[src/include/tcrf_defines.vh]
// Constants of the temperature-control remote flag block.
// Assumes APB 32-bit data; register index times four is the byte address.
// Behaviour
// - Tuning-active flag high during program auto tuning or device self-tuning, else low.
// - Auto-tuning request starts tuning; flag stays high, self-clears on completion.
// - Flag rises when self-tuning begins and drops when it ends.
// - Ch3/ch4 flags only in expanded heat-cool; ch2 in mixed only expanded.
// - Self-tuning runs only in standard control mode.
// - Self-tuning start condition comes from the channel's self-tune setting word.
// - Simultaneous-rise flag high while the channel heats in the grouped rise.
// - Rise flag clears when the grouped phase ends, not at rise completion.
// - Offset-latch-done sets on offset store, clears when its request drops.
// - Gain-latch-done sets on gain store, clears when its request drops.
// - Output and ON-delay flags mirror outputs; second group for cooling output.
// - ON-delay flag follows output flag delayed by the programmed ON-delay time.
// - Accepted init request applies parameters, then done flag when condition changes.
// - Init request while any channel operates is rejected with error 0003H.
// - Error-clear on then off drops error flag for 0003H/FFFFH and 0006H.
// - Error clear keeps history; only the history-clear command erases it.
// - Remote ready is low whenever the error flag is set.
// - Dropping the tuning request aborts tuning, PID constants stay unchanged.
`ifndef TCRF_DEFINES_VH
`define TCRF_DEFINES_VH
`define TCRF_IDX_ON_DELAY    16'h01ea
`define TCRF_IDX_ST_CH1      16'h02c0
`define TCRF_IDX_ST_CH4      16'h02c3
`define TCRF_IDX_HIST_CLR    16'h1000
`define TCRF_IDX_ERR_CODE    16'h0700
`define TCRF_IDX_ERR_ADDR    16'h0701
`define TCRF_IDX_HIST_CNT    16'h0702
`define TCRF_IDX_FLAGS       16'h0703
`define TCRF_MODE_STD        2'h0
`define TCRF_MODE_HC         2'h1
`define TCRF_MODE_MIX        2'h2
`define TCRF_ERR_INIT        16'h0003
`define TCRF_ERR_SETTING     16'h0006
`define TCRF_ADDR_NONE       16'hffff
`define TCRF_HIST_CLR_CMD    16'h0001
`define TCRF_ST_ENABLE_BIT   0
`define TCRF_ST_IDLE         2'h0
`define TCRF_ST_APPLY        2'h1
`define TCRF_ST_DONE         2'h2
`define TCRF_ZERO16          16'h0000
`define TCRF_ZERO32          32'h0000_0000
`endif

[src/tcrf_top.v]
// Remote status/request flag logic of a four-channel temperature controller.
// Assumes the control core reports tuning, rise, latch and output events as
// synchronous one-cycle pulses or levels on clk_sys.
`include "tcrf_defines.vh"
`default_nettype none
module tcrf_top #(
    parameter NCH          = 4,
    parameter UNIT_CYCLES  = 200000
) (
    input  wire                clk_sys,
    input  wire                rst,
    input  wire                ce,
    input  wire                psel,
    input  wire                penable,
    input  wire                pwrite,
    input  wire [15:0]         paddr,
    input  wire [31:0]         pwdata,
    output reg  [31:0]         prdata,
    output wire                pready,
    output wire                pslverr,
    input  wire [1:0]          ctrl_mode,
    input  wire                expanded_mode,
    input  wire [NCH-1:0]      ch_operating,
    input  wire [NCH-1:0]      tuning_request,
    input  wire [NCH-1:0]      tune_complete,
    input  wire [NCH-1:0]      self_tune_begin,
    input  wire [NCH-1:0]      self_tune_end,
    input  wire [NCH-1:0]      group_rise_phase,
    input  wire [NCH-1:0]      offset_latch_request,
    input  wire [NCH-1:0]      offset_stored,
    input  wire [NCH-1:0]      gain_latch_request,
    input  wire [NCH-1:0]      gain_stored,
    input  wire [NCH-1:0]      output_state,
    input  wire [NCH-1:0]      second_output_state,
    input  wire                init_setting_request,
    input  wire                cond_changed,
    input  wire                error_clear_request,
    input  wire                error_event,
    input  wire [15:0]         error_event_code,
    input  wire [15:0]         error_event_addr,
    output reg  [NCH-1:0]      tuning_active_flag,
    output reg  [NCH-1:0]      pid_commit,
    output reg  [NCH-1:0]      simul_rise_active_flag,
    output reg  [NCH-1:0]      offset_latch_done_flag,
    output reg  [NCH-1:0]      gain_latch_done_flag,
    output reg  [NCH-1:0]      output_state_flag,
    output reg  [NCH-1:0]      delayed_output_flag,
    output reg  [NCH-1:0]      second_output_state_flag,
    output reg  [NCH-1:0]      second_delayed_output_flag,
    output reg                 params_apply,
    output reg                 init_setting_done_flag,
    output reg                 error_flag,
    output wire                remote_ready_flag
);
    reg  [15:0]      on_delay_ff;
    reg  [15:0]      st_set_ff [0:NCH-1];
    reg  [15:0]      hist_clr_ff;
    reg  [15:0]      err_code_ff;
    reg  [15:0]      err_addr_ff;
    reg  [15:0]      hist_cnt_ff;
    reg  [NCH-1:0]   at_run_ff;
    reg  [NCH-1:0]   st_run_ff;
    reg  [NCH-1:0]   treq_d_ff;
    reg              ireq_d_ff;
    reg              eclr_d_ff;
    reg  [1:0]       init_st_ff;
    reg  [1:0]       nxt_init_st;
    reg  [31:0]      tick_cnt_ff;
    reg              tick_ff;
    reg  [31:0]      rd_mux;
    reg              rd_hit;
    reg  [NCH-1:0]   avail;

    wire [15:0] idx     = {2'b00, paddr[15:2]};
    wire        acc     = psel & penable;
    wire        wr_acc  = acc & pwrite & ce;
    wire        st_hit  = (idx >= `TCRF_IDX_ST_CH1) && (idx <= `TCRF_IDX_ST_CH4);
    wire [1:0]  st_sel  = idx[1:0];
    wire        std_md  = (ctrl_mode == `TCRF_MODE_STD);
    wire        ireq_rise = init_setting_request & ~ireq_d_ff;
    wire        init_reject = ireq_rise & (|ch_operating);
    // Clear only on the falling half of an on-off pulse of the request
    wire        eclr_fall = eclr_d_ff & ~error_clear_request;
    wire        err_clearable = ((err_code_ff == `TCRF_ERR_INIT) &&
                                 (err_addr_ff == `TCRF_ADDR_NONE)) ||
                                (err_code_ff == `TCRF_ERR_SETTING);
    wire        hist_clr = wr_acc && (idx == `TCRF_IDX_HIST_CLR) &&
                           (pwdata[15:0] == `TCRF_HIST_CLR_CMD);

    // Zero-wait slave: read data is captured in the setup cycle
    assign pready  = 1'b1;
    assign pslverr = acc & ~rd_hit;
    assign remote_ready_flag = ~error_flag;

    integer i;
    always @* begin
        for (i = 0; i < NCH; i = i + 1) begin
            avail[i] = 1'b1;
        end
        if (!expanded_mode && ctrl_mode == `TCRF_MODE_HC) begin
            avail[2] = 1'b0;
            avail[3] = 1'b0;
        end
        if (!expanded_mode && ctrl_mode == `TCRF_MODE_MIX) begin
            avail[1] = 1'b0;
        end
    end

    always @* begin
        rd_hit = 1'b1;
        rd_mux = `TCRF_ZERO32;
        if (idx == `TCRF_IDX_ON_DELAY) begin
            rd_mux = {16'h0000, on_delay_ff};
        end else if (st_hit) begin
            rd_mux = {16'h0000, st_set_ff[st_sel]};
        end else if (idx == `TCRF_IDX_HIST_CLR) begin
            rd_mux = {16'h0000, hist_clr_ff};
        end else if (idx == `TCRF_IDX_ERR_CODE) begin
            rd_mux = {16'h0000, err_code_ff};
        end else if (idx == `TCRF_IDX_ERR_ADDR) begin
            rd_mux = {16'h0000, err_addr_ff};
        end else if (idx == `TCRF_IDX_HIST_CNT) begin
            rd_mux = {16'h0000, hist_cnt_ff};
        end else if (idx == `TCRF_IDX_FLAGS) begin
            rd_mux = {16'h0000, tuning_active_flag, simul_rise_active_flag,
                      offset_latch_done_flag, gain_latch_done_flag};
        end else begin
            rd_hit = 1'b0;
        end
    end

    // Register file and bus read data
    integer k;
    always @(posedge clk_sys) begin
        if (rst) begin
            prdata      <= `TCRF_ZERO32;
            on_delay_ff <= `TCRF_ZERO16;
            hist_clr_ff <= `TCRF_ZERO16;
            for (k = 0; k < NCH; k = k + 1) begin
                st_set_ff[k] <= `TCRF_ZERO16;
            end
        end else if (ce) begin
            if (psel && !penable) begin
                prdata <= rd_mux;
            end
            if (wr_acc && idx == `TCRF_IDX_ON_DELAY) begin
                on_delay_ff <= pwdata[15:0];
            end
            if (wr_acc && st_hit) begin
                st_set_ff[st_sel] <= pwdata[15:0];
            end
            if (wr_acc && idx == `TCRF_IDX_HIST_CLR) begin
                hist_clr_ff <= pwdata[15:0];
            end
        end
    end

    // Shared time base for the ON-delay counters
    always @(posedge clk_sys) begin
        if (rst) begin
            tick_cnt_ff <= `TCRF_ZERO32;
            tick_ff     <= 1'b0;
        end else if (ce) begin
            tick_ff <= (tick_cnt_ff == UNIT_CYCLES - 1);
            if (tick_cnt_ff == UNIT_CYCLES - 1) begin
                tick_cnt_ff <= `TCRF_ZERO32;
            end else begin
                tick_cnt_ff <= tick_cnt_ff + 32'h0000_0001;
            end
        end
    end

    // Per-channel flags; each channel sees only its own inputs
    genvar g;
    generate
        for (g = 0; g < NCH; g = g + 1) begin : gen_ch
            reg [15:0] dly1_ff;
            reg [15:0] dly2_ff;
            always @(posedge clk_sys) begin
                if (rst) begin
                    at_run_ff[g]                  <= 1'b0;
                    st_run_ff[g]                  <= 1'b0;
                    treq_d_ff[g]                  <= 1'b0;
                    pid_commit[g]                 <= 1'b0;
                    tuning_active_flag[g]         <= 1'b0;
                    simul_rise_active_flag[g]     <= 1'b0;
                    offset_latch_done_flag[g]     <= 1'b0;
                    gain_latch_done_flag[g]       <= 1'b0;
                    output_state_flag[g]          <= 1'b0;
                    second_output_state_flag[g]   <= 1'b0;
                    delayed_output_flag[g]        <= 1'b0;
                    second_delayed_output_flag[g] <= 1'b0;
                    dly1_ff                       <= `TCRF_ZERO16;
                    dly2_ff                       <= `TCRF_ZERO16;
                end else if (ce) begin
                    treq_d_ff[g] <= tuning_request[g];
                    pid_commit[g] <= 1'b0;
                    // Auto tuning: start on request edge, end on completion
                    if (!tuning_request[g]) begin
                        at_run_ff[g] <= 1'b0;
                    end else if (at_run_ff[g] && tune_complete[g]) begin
                        at_run_ff[g]  <= 1'b0;
                        pid_commit[g] <= 1'b1;
                    end else if (!treq_d_ff[g]) begin
                        at_run_ff[g] <= 1'b1;
                    end
                    // Self-tuning, only in standard mode with enabled setting
                    if (!std_md) begin
                        st_run_ff[g] <= 1'b0;
                    end else if (self_tune_begin[g] &&
                                 st_set_ff[g][`TCRF_ST_ENABLE_BIT]) begin
                        st_run_ff[g] <= 1'b1;
                    end else if (self_tune_end[g]) begin
                        st_run_ff[g] <= 1'b0;
                    end
                    tuning_active_flag[g] <= avail[g] &
                        (nxt_run_at(g) | nxt_run_st(g));
                    // Grouped rise only; rise completion alone does not end it
                    simul_rise_active_flag[g] <= group_rise_phase[g];
                    if (offset_stored[g]) begin
                        offset_latch_done_flag[g] <= 1'b1;
                    end else if (!offset_latch_request[g]) begin
                        offset_latch_done_flag[g] <= 1'b0;
                    end
                    if (gain_stored[g]) begin
                        gain_latch_done_flag[g] <= 1'b1;
                    end else if (!gain_latch_request[g]) begin
                        gain_latch_done_flag[g] <= 1'b0;
                    end
                    output_state_flag[g]        <= output_state[g];
                    second_output_state_flag[g] <= second_output_state[g];
                    // ON edge waits the programmed units, OFF edge is immediate
                    if (!output_state_flag[g]) begin
                        dly1_ff                <= `TCRF_ZERO16;
                        delayed_output_flag[g] <= 1'b0;
                    end else if (dly1_ff >= on_delay_ff) begin
                        delayed_output_flag[g] <= 1'b1;
                    end else if (tick_ff) begin
                        dly1_ff <= dly1_ff + 16'h0001;
                    end
                    if (!second_output_state_flag[g]) begin
                        dly2_ff                       <= `TCRF_ZERO16;
                        second_delayed_output_flag[g] <= 1'b0;
                    end else if (dly2_ff >= on_delay_ff) begin
                        second_delayed_output_flag[g] <= 1'b1;
                    end else if (tick_ff) begin
                        dly2_ff <= dly2_ff + 16'h0001;
                    end
                end
            end
        end
    endgenerate

    // Next tuning state of a channel, so the flag tracks it without a lag
    function nxt_run_at;
        input integer c;
        begin
            nxt_run_at = tuning_request[c] &
                         ((at_run_ff[c] & ~tune_complete[c]) | ~treq_d_ff[c]);
        end
    endfunction

    function nxt_run_st;
        input integer c;
        begin
            nxt_run_st = std_md & ((self_tune_begin[c] &
                         st_set_ff[c][`TCRF_ST_ENABLE_BIT]) |
                         (st_run_ff[c] & ~self_tune_end[c]));
        end
    endfunction

    // Initial-setting handshake; relies on the master stopping channels first
    always @* begin
        nxt_init_st = init_st_ff;
        case (init_st_ff)
            `TCRF_ST_IDLE: begin
                if (ireq_rise && !init_reject) begin
                    nxt_init_st = `TCRF_ST_APPLY;
                end
            end
            `TCRF_ST_APPLY: begin
                if (!init_setting_request) begin
                    nxt_init_st = `TCRF_ST_IDLE;
                end else if (cond_changed) begin
                    nxt_init_st = `TCRF_ST_DONE;
                end
            end
            `TCRF_ST_DONE: begin
                if (!init_setting_request) begin
                    nxt_init_st = `TCRF_ST_IDLE;
                end
            end
            default: nxt_init_st = `TCRF_ST_IDLE;
        endcase
    end

    always @(posedge clk_sys) begin
        if (rst) begin
            init_st_ff             <= `TCRF_ST_IDLE;
            ireq_d_ff              <= 1'b0;
            eclr_d_ff              <= 1'b0;
            params_apply           <= 1'b0;
            init_setting_done_flag <= 1'b0;
            error_flag             <= 1'b0;
            err_code_ff            <= `TCRF_ZERO16;
            err_addr_ff            <= `TCRF_ZERO16;
            hist_cnt_ff            <= `TCRF_ZERO16;
        end else if (ce) begin
            init_st_ff   <= nxt_init_st;
            ireq_d_ff    <= init_setting_request;
            eclr_d_ff    <= error_clear_request;
            params_apply <= (init_st_ff == `TCRF_ST_IDLE) &&
                            (nxt_init_st == `TCRF_ST_APPLY);
            init_setting_done_flag <= (nxt_init_st == `TCRF_ST_DONE);
            // A new error wins over a clear in the same cycle
            if (init_reject) begin
                error_flag  <= 1'b1;
                err_code_ff <= `TCRF_ERR_INIT;
                err_addr_ff <= `TCRF_ADDR_NONE;
            end else if (error_event) begin
                error_flag  <= 1'b1;
                err_code_ff <= error_event_code;
                err_addr_ff <= error_event_addr;
            end else if (eclr_fall && err_clearable) begin
                error_flag <= 1'b0;
            end
            // History survives error clear; only the command erases it
            if (init_reject || error_event) begin
                hist_cnt_ff <= hist_cnt_ff + 16'h0001;
            end else if (hist_clr) begin
                hist_cnt_ff <= `TCRF_ZERO16;
            end
        end
    end
endmodule
`default_nettype wire

[config.mk]
export PLATFORM = sky130hd
export DESIGN_NAME = tcrf_top
export DESIGN_NICKNAME = d
export VERILOG_FILES = /design/src/tcrf_top.v
export VERILOG_INCLUDE_DIRS = /design/src /design/src/include
export SDC_FILE = /design/constraint.sdc
export NUM_CORES = 1
export LEC_CHECK = 0
export ABC_AREA = 1
export BUFFER_PORTS_ARGS = -buffer_cell sky130_fd_sc_hd__buf_2
export CAP_MARGIN = 20
export CORE_UTILIZATION = 62
export CTS_BUF_LIST = sky130_fd_sc_hd__clkbuf_4 sky130_fd_sc_hd__clkbuf_8
export CTS_CLUSTER_DIAMETER = 200
export DETAILED_ROUTE_END_ITERATION = 10
export GPL_ROUTABILITY_DRIVEN = 0
export PLACE_DENSITY_LB_ADDON = 0.15
export SYNTH_ARGS = -nofsm -noshare
export SYNTH_HDL_FRONTEND = slang
export SYNTH_SLANG_ARGS = --single-unit
export TNS_END_PERCENT = 100
[constraint.sdc]
create_clock -name clk_sys -period 3.77 [get_ports clk_sys]
set_clock_uncertainty 0.1 [all_clocks]
set_input_delay 0.377 -clock clk_sys [delete_from_list [all_inputs] [get_ports clk_sys]]
set_output_delay 0.377 -clock clk_sys [all_outputs]
set_load 0.05 [all_outputs]
==> impl_summary.md <==
Die
In this run the vertical extent of the chip is roughly 190 um. The overall die area is roughly 37000 sq um. The number of rows in the core area is 68. The starting density of the core is between 60 and 70%. The region available for standard cell placement spans 34900 sq um. about 220 I/O pins were placed. In this run the horizontal extent of the chip is between 150 and 200 um.

Critical path
The worst setup path is launched from an input port. The type of the worst setup path is in2reg. At the worst endpoint, the required time is 4.27 ns. The worst setup path is captured at a flop.

Data arrives at the worst endpoint at slightly below 4 ns. The maximum net fanout on the critical path is 58.

Clock network
The clock root buffer is sky130_fd_sc_hd__clkbuf_8. The clock input transition at the sequential cells of the worst setup and hold paths is 0.07 ns. The clock latency reported for the late side of the worst-skew pair is 0.70 ns. Post-CTS timing repair inserted 0 buffers for setup. The clock buffer count from CTS is 61. The clock passes through at most 3 buffers. The H-tree level count is 2.

The clock tree from TritonCTS is built. Counting every sink on the clock net gives 376.

Placed design
The number of port buffers is between 150 and 200. The HPWL after detailed placement is approximately 46000 um. The placed instance count is approximately 3700.

Synthesis
Yosys mapped a number of flops with a built-in enable equal to between 60 and 70. A synthesized cell averages approximately 7.1 sq um. The number of warning messages in the yosys log is 0. The share of the Yosys chip area taken by registers is a little under two fifths. The cell count after synthesis came out at between 3000 and 4000. The most common flop cell mapped by yosys is sky130_fd_sc_hd__dfxtp_1. The fraction of registers with async set/reset is 0%. The cell area that synthesis handed to floorplanning was around 22000 sq um.

The number of different library cells in the post-synthesis netlist is between 40 and 50. The synthesis-stage register bit count is approximately 380.

Timing
The share of the cycle needed by the critical path after routing is between 80 and 90%. The shortest clock period the worst path allows after layout is ~3.4 ns. Headroom to the max-slew limit came out at a little over two fifths. The number of hold violations in the final report is 0. For the pin with the worst max-slew slack, the measured transition is 0.856 ns. The highest attainable clock frequency is slightly below 0.3 GHz. Setup total negative slack on the finished layout was measured at 0 ns. Setup repair after global routing left no endpoint under its margin.

Setup violations remaining at the end of the flow were counted as 0. The number of max-slew violations in the final report is 0.

Routing
After detailed routing, the number of remaining DRC violations is 0. The initial detailed-routing violation count is ~2300. The routed via count divided by cell count is slightly below 6. Summed over all layers, the routed wires come to about 69000 um.

In this run the remaining antenna-violating nets after routing total 0. The number of detailed-route iterations in the first pass is 6. In the final routed layout, each cell accounts on average for roughly 18 um. Detailed routing inserted a total of approximately 23000 vias.

GRT
The overall routing resource usage is between 30% and 40%. The number of antenna violations at the first check in global routing was 0. For this run, global-route usage on met3 was measured as under 10%. The leftover overflow at the end of global routing is 0. The routing layer with the top usage in global route is met2. The met1 usage is a little under half. The maximum number of pins on one net before global-route repair is between 100 and 150. The first global-routing pass estimated 110000 um of wire. For met2 alone, demand over resource in global routing was between 60% and 70%. The number of global-route vias before repair was between 20000 and 25000.

Layout
The library cells used most frequently in the layout, excluding fill and tap cells, are sky130_fd_sc_hd__nand2_1, sky130_fd_sc_hd__nor2_1, sky130_fd_sc_hd__a21oi_1. Relative to the synthesized area, the layout overhead comes to 16.1%. The final instance count without filler cells is 3899.

The most common cell after layout, fill and taps aside is sky130_fd_sc_hd__nand2_1. After the last flow step, the layout net total stands at approximately 3700. The fraction of layout instances using a drive strength above 1 is 10.7%.

Status
The run finished with clean final reports.

Min path
In this run the worst hold path is classified as in2reg.

Run
The number of max-cap violations is 0.

Power
VDD sags by at most between 400 and 500 uV. The power per standard cell area is between 300 and 400 nW/um^2. The leakage power is 10.5 nW.

Overall power consumption after layout is estimated at approximately 9.1 mW.
## final cells by class
type                            instances  area, sq um
Multi-Input combinational cell       2394        12600
Fill cell                            2761         9090
Sequential cell                       376         8170
Timing Repair Buffer                  316         2200
Clock buffer                          103         1260
Inverter                              245          920
Tap cell                              455          569
Clock inverter                          9          115
Antenna cell                            1         2.50
## worst max-delay path, cell delays in order
cell and delay, ns:
sky130_fd_sc_hd__dlygate4sd3_1 0.53, sky130_fd_sc_hd__buf_2 0.11, sky130_fd_sc_hd__nor2_1 0.04, sky130_fd_sc_hd__dlygate4sd3_1 0.55, sky130_fd_sc_hd__nand2_1 0.10, sky130_fd_sc_hd__nand3_1 0.58
sky130_fd_sc_hd__inv_2 0.53, sky130_fd_sc_hd__o21ai_4 0.09, sky130_fd_sc_hd__buf_4 0.34, sky130_fd_sc_hd__or2_2 0.36, sky130_fd_sc_hd__nand2_1 0.06, sky130_fd_sc_hd__inv_1 0.04
sky130_fd_sc_hd__nor3_1 0.15
## state kept, by name, summed over array words and instances, names as in the netlist, 32 cells and up
register        cells
gen_ch.dly2_ff     64
tick_cnt_ff        32
gen_ch.dly1_ff     64
st_set_ff          64
## power breakdown
group	switching (mW)	internal (mW)	leakage (nW)	total (mW)
Sequential	0.0698	4.18	3.14	4.25
Combinational	0.591	0.238	6.68	0.829
Clock	1.74	2.24	0.733	3.98
Total	2.40	6.66	10.5	9.06
## worst paths after layout
path	startpoint	end	slack, ns	depth (start not counted)
worst max-delay path	ch_operating[1]	hist_cnt_ff[3]	0.38	13
worst min-delay path	psel	prdata[8]	0.05	5
worst max register to register	on_delay_ff[9]	gen_ch[2].dly2_ff[13]	0.83	10
worst min register to register	hist_clr_ff[14]	hist_clr_ff[14]	0.36	2
## cells in the mapped netlist (all sizes together) (13+ instances only)
library cell / instances / share of area (%)
edfxtp: 64 / 8.7
xnor2: 15 / 0.59
nor4: 13 / 0.39
o21ai: 126 / 2.9
nor3: 99 / 2.4
dfxtp: 312 / 28
a21oi: 342 / 7.8
a211oi: 13 / 0.44
clkbuf: 81 / 1.4
nand3: 308 / 6.9
inv: 240 / 4.1
nand4: 88 / 2.7
nor2: 406 / 7.1
nand2: 673 / 11
xor2: 96 / 3.8
ha: 138 / 7.8
o21bai: 19 / 0.64
buf: 58 / 1.5
## timing repair
action                                 4_1_cts  5_1_grt
hold buffers                               103        0
endpoints found under the hold margin      110        0
setup endpoints to repair                    0        0
gates resized for setup                      0        0
## routing by layer
layer	up-vias	wire length, um
met4	0	3140
met2	1246	31400
li1	11000	-
met5	-	0
met3	246	6820
met1	10700	27400
## per-stage QoR
stage                     hold slack (ns)  worst slack (ns)  utilization (%)  cell area (sq um)
after floorplan                     0.339             0.642                -              22300
after global placement              0.348             0.843             67.0              23400
after detailed placement            0.354             0.754             67.0              23400
after CTS                         0.00129             0.614             73.9              25800
after global routing               0.0600             0.238             73.9              25800
final                              0.0468             0.381             73.9              25800
## cell families after synthesis
| logic type | Yosys count | synth area share, % |
|---|---|---|
| buffers and inverters | 384 | 7.05 |
| AO/OA/AOI/OAI | 524 | 12.5 |
| XOR/XNOR | 111 | 4.38 |
| AND/OR/NAND/NOR | 1604 | 31.5 |
| flip-flops | 376 | 36.8 |
| adder cells (fa/ha/maj) | 138 | 7.77 |
| other | 2 | 0.0338 |
No activity file was read; power rests on OpenSTA's default activity.
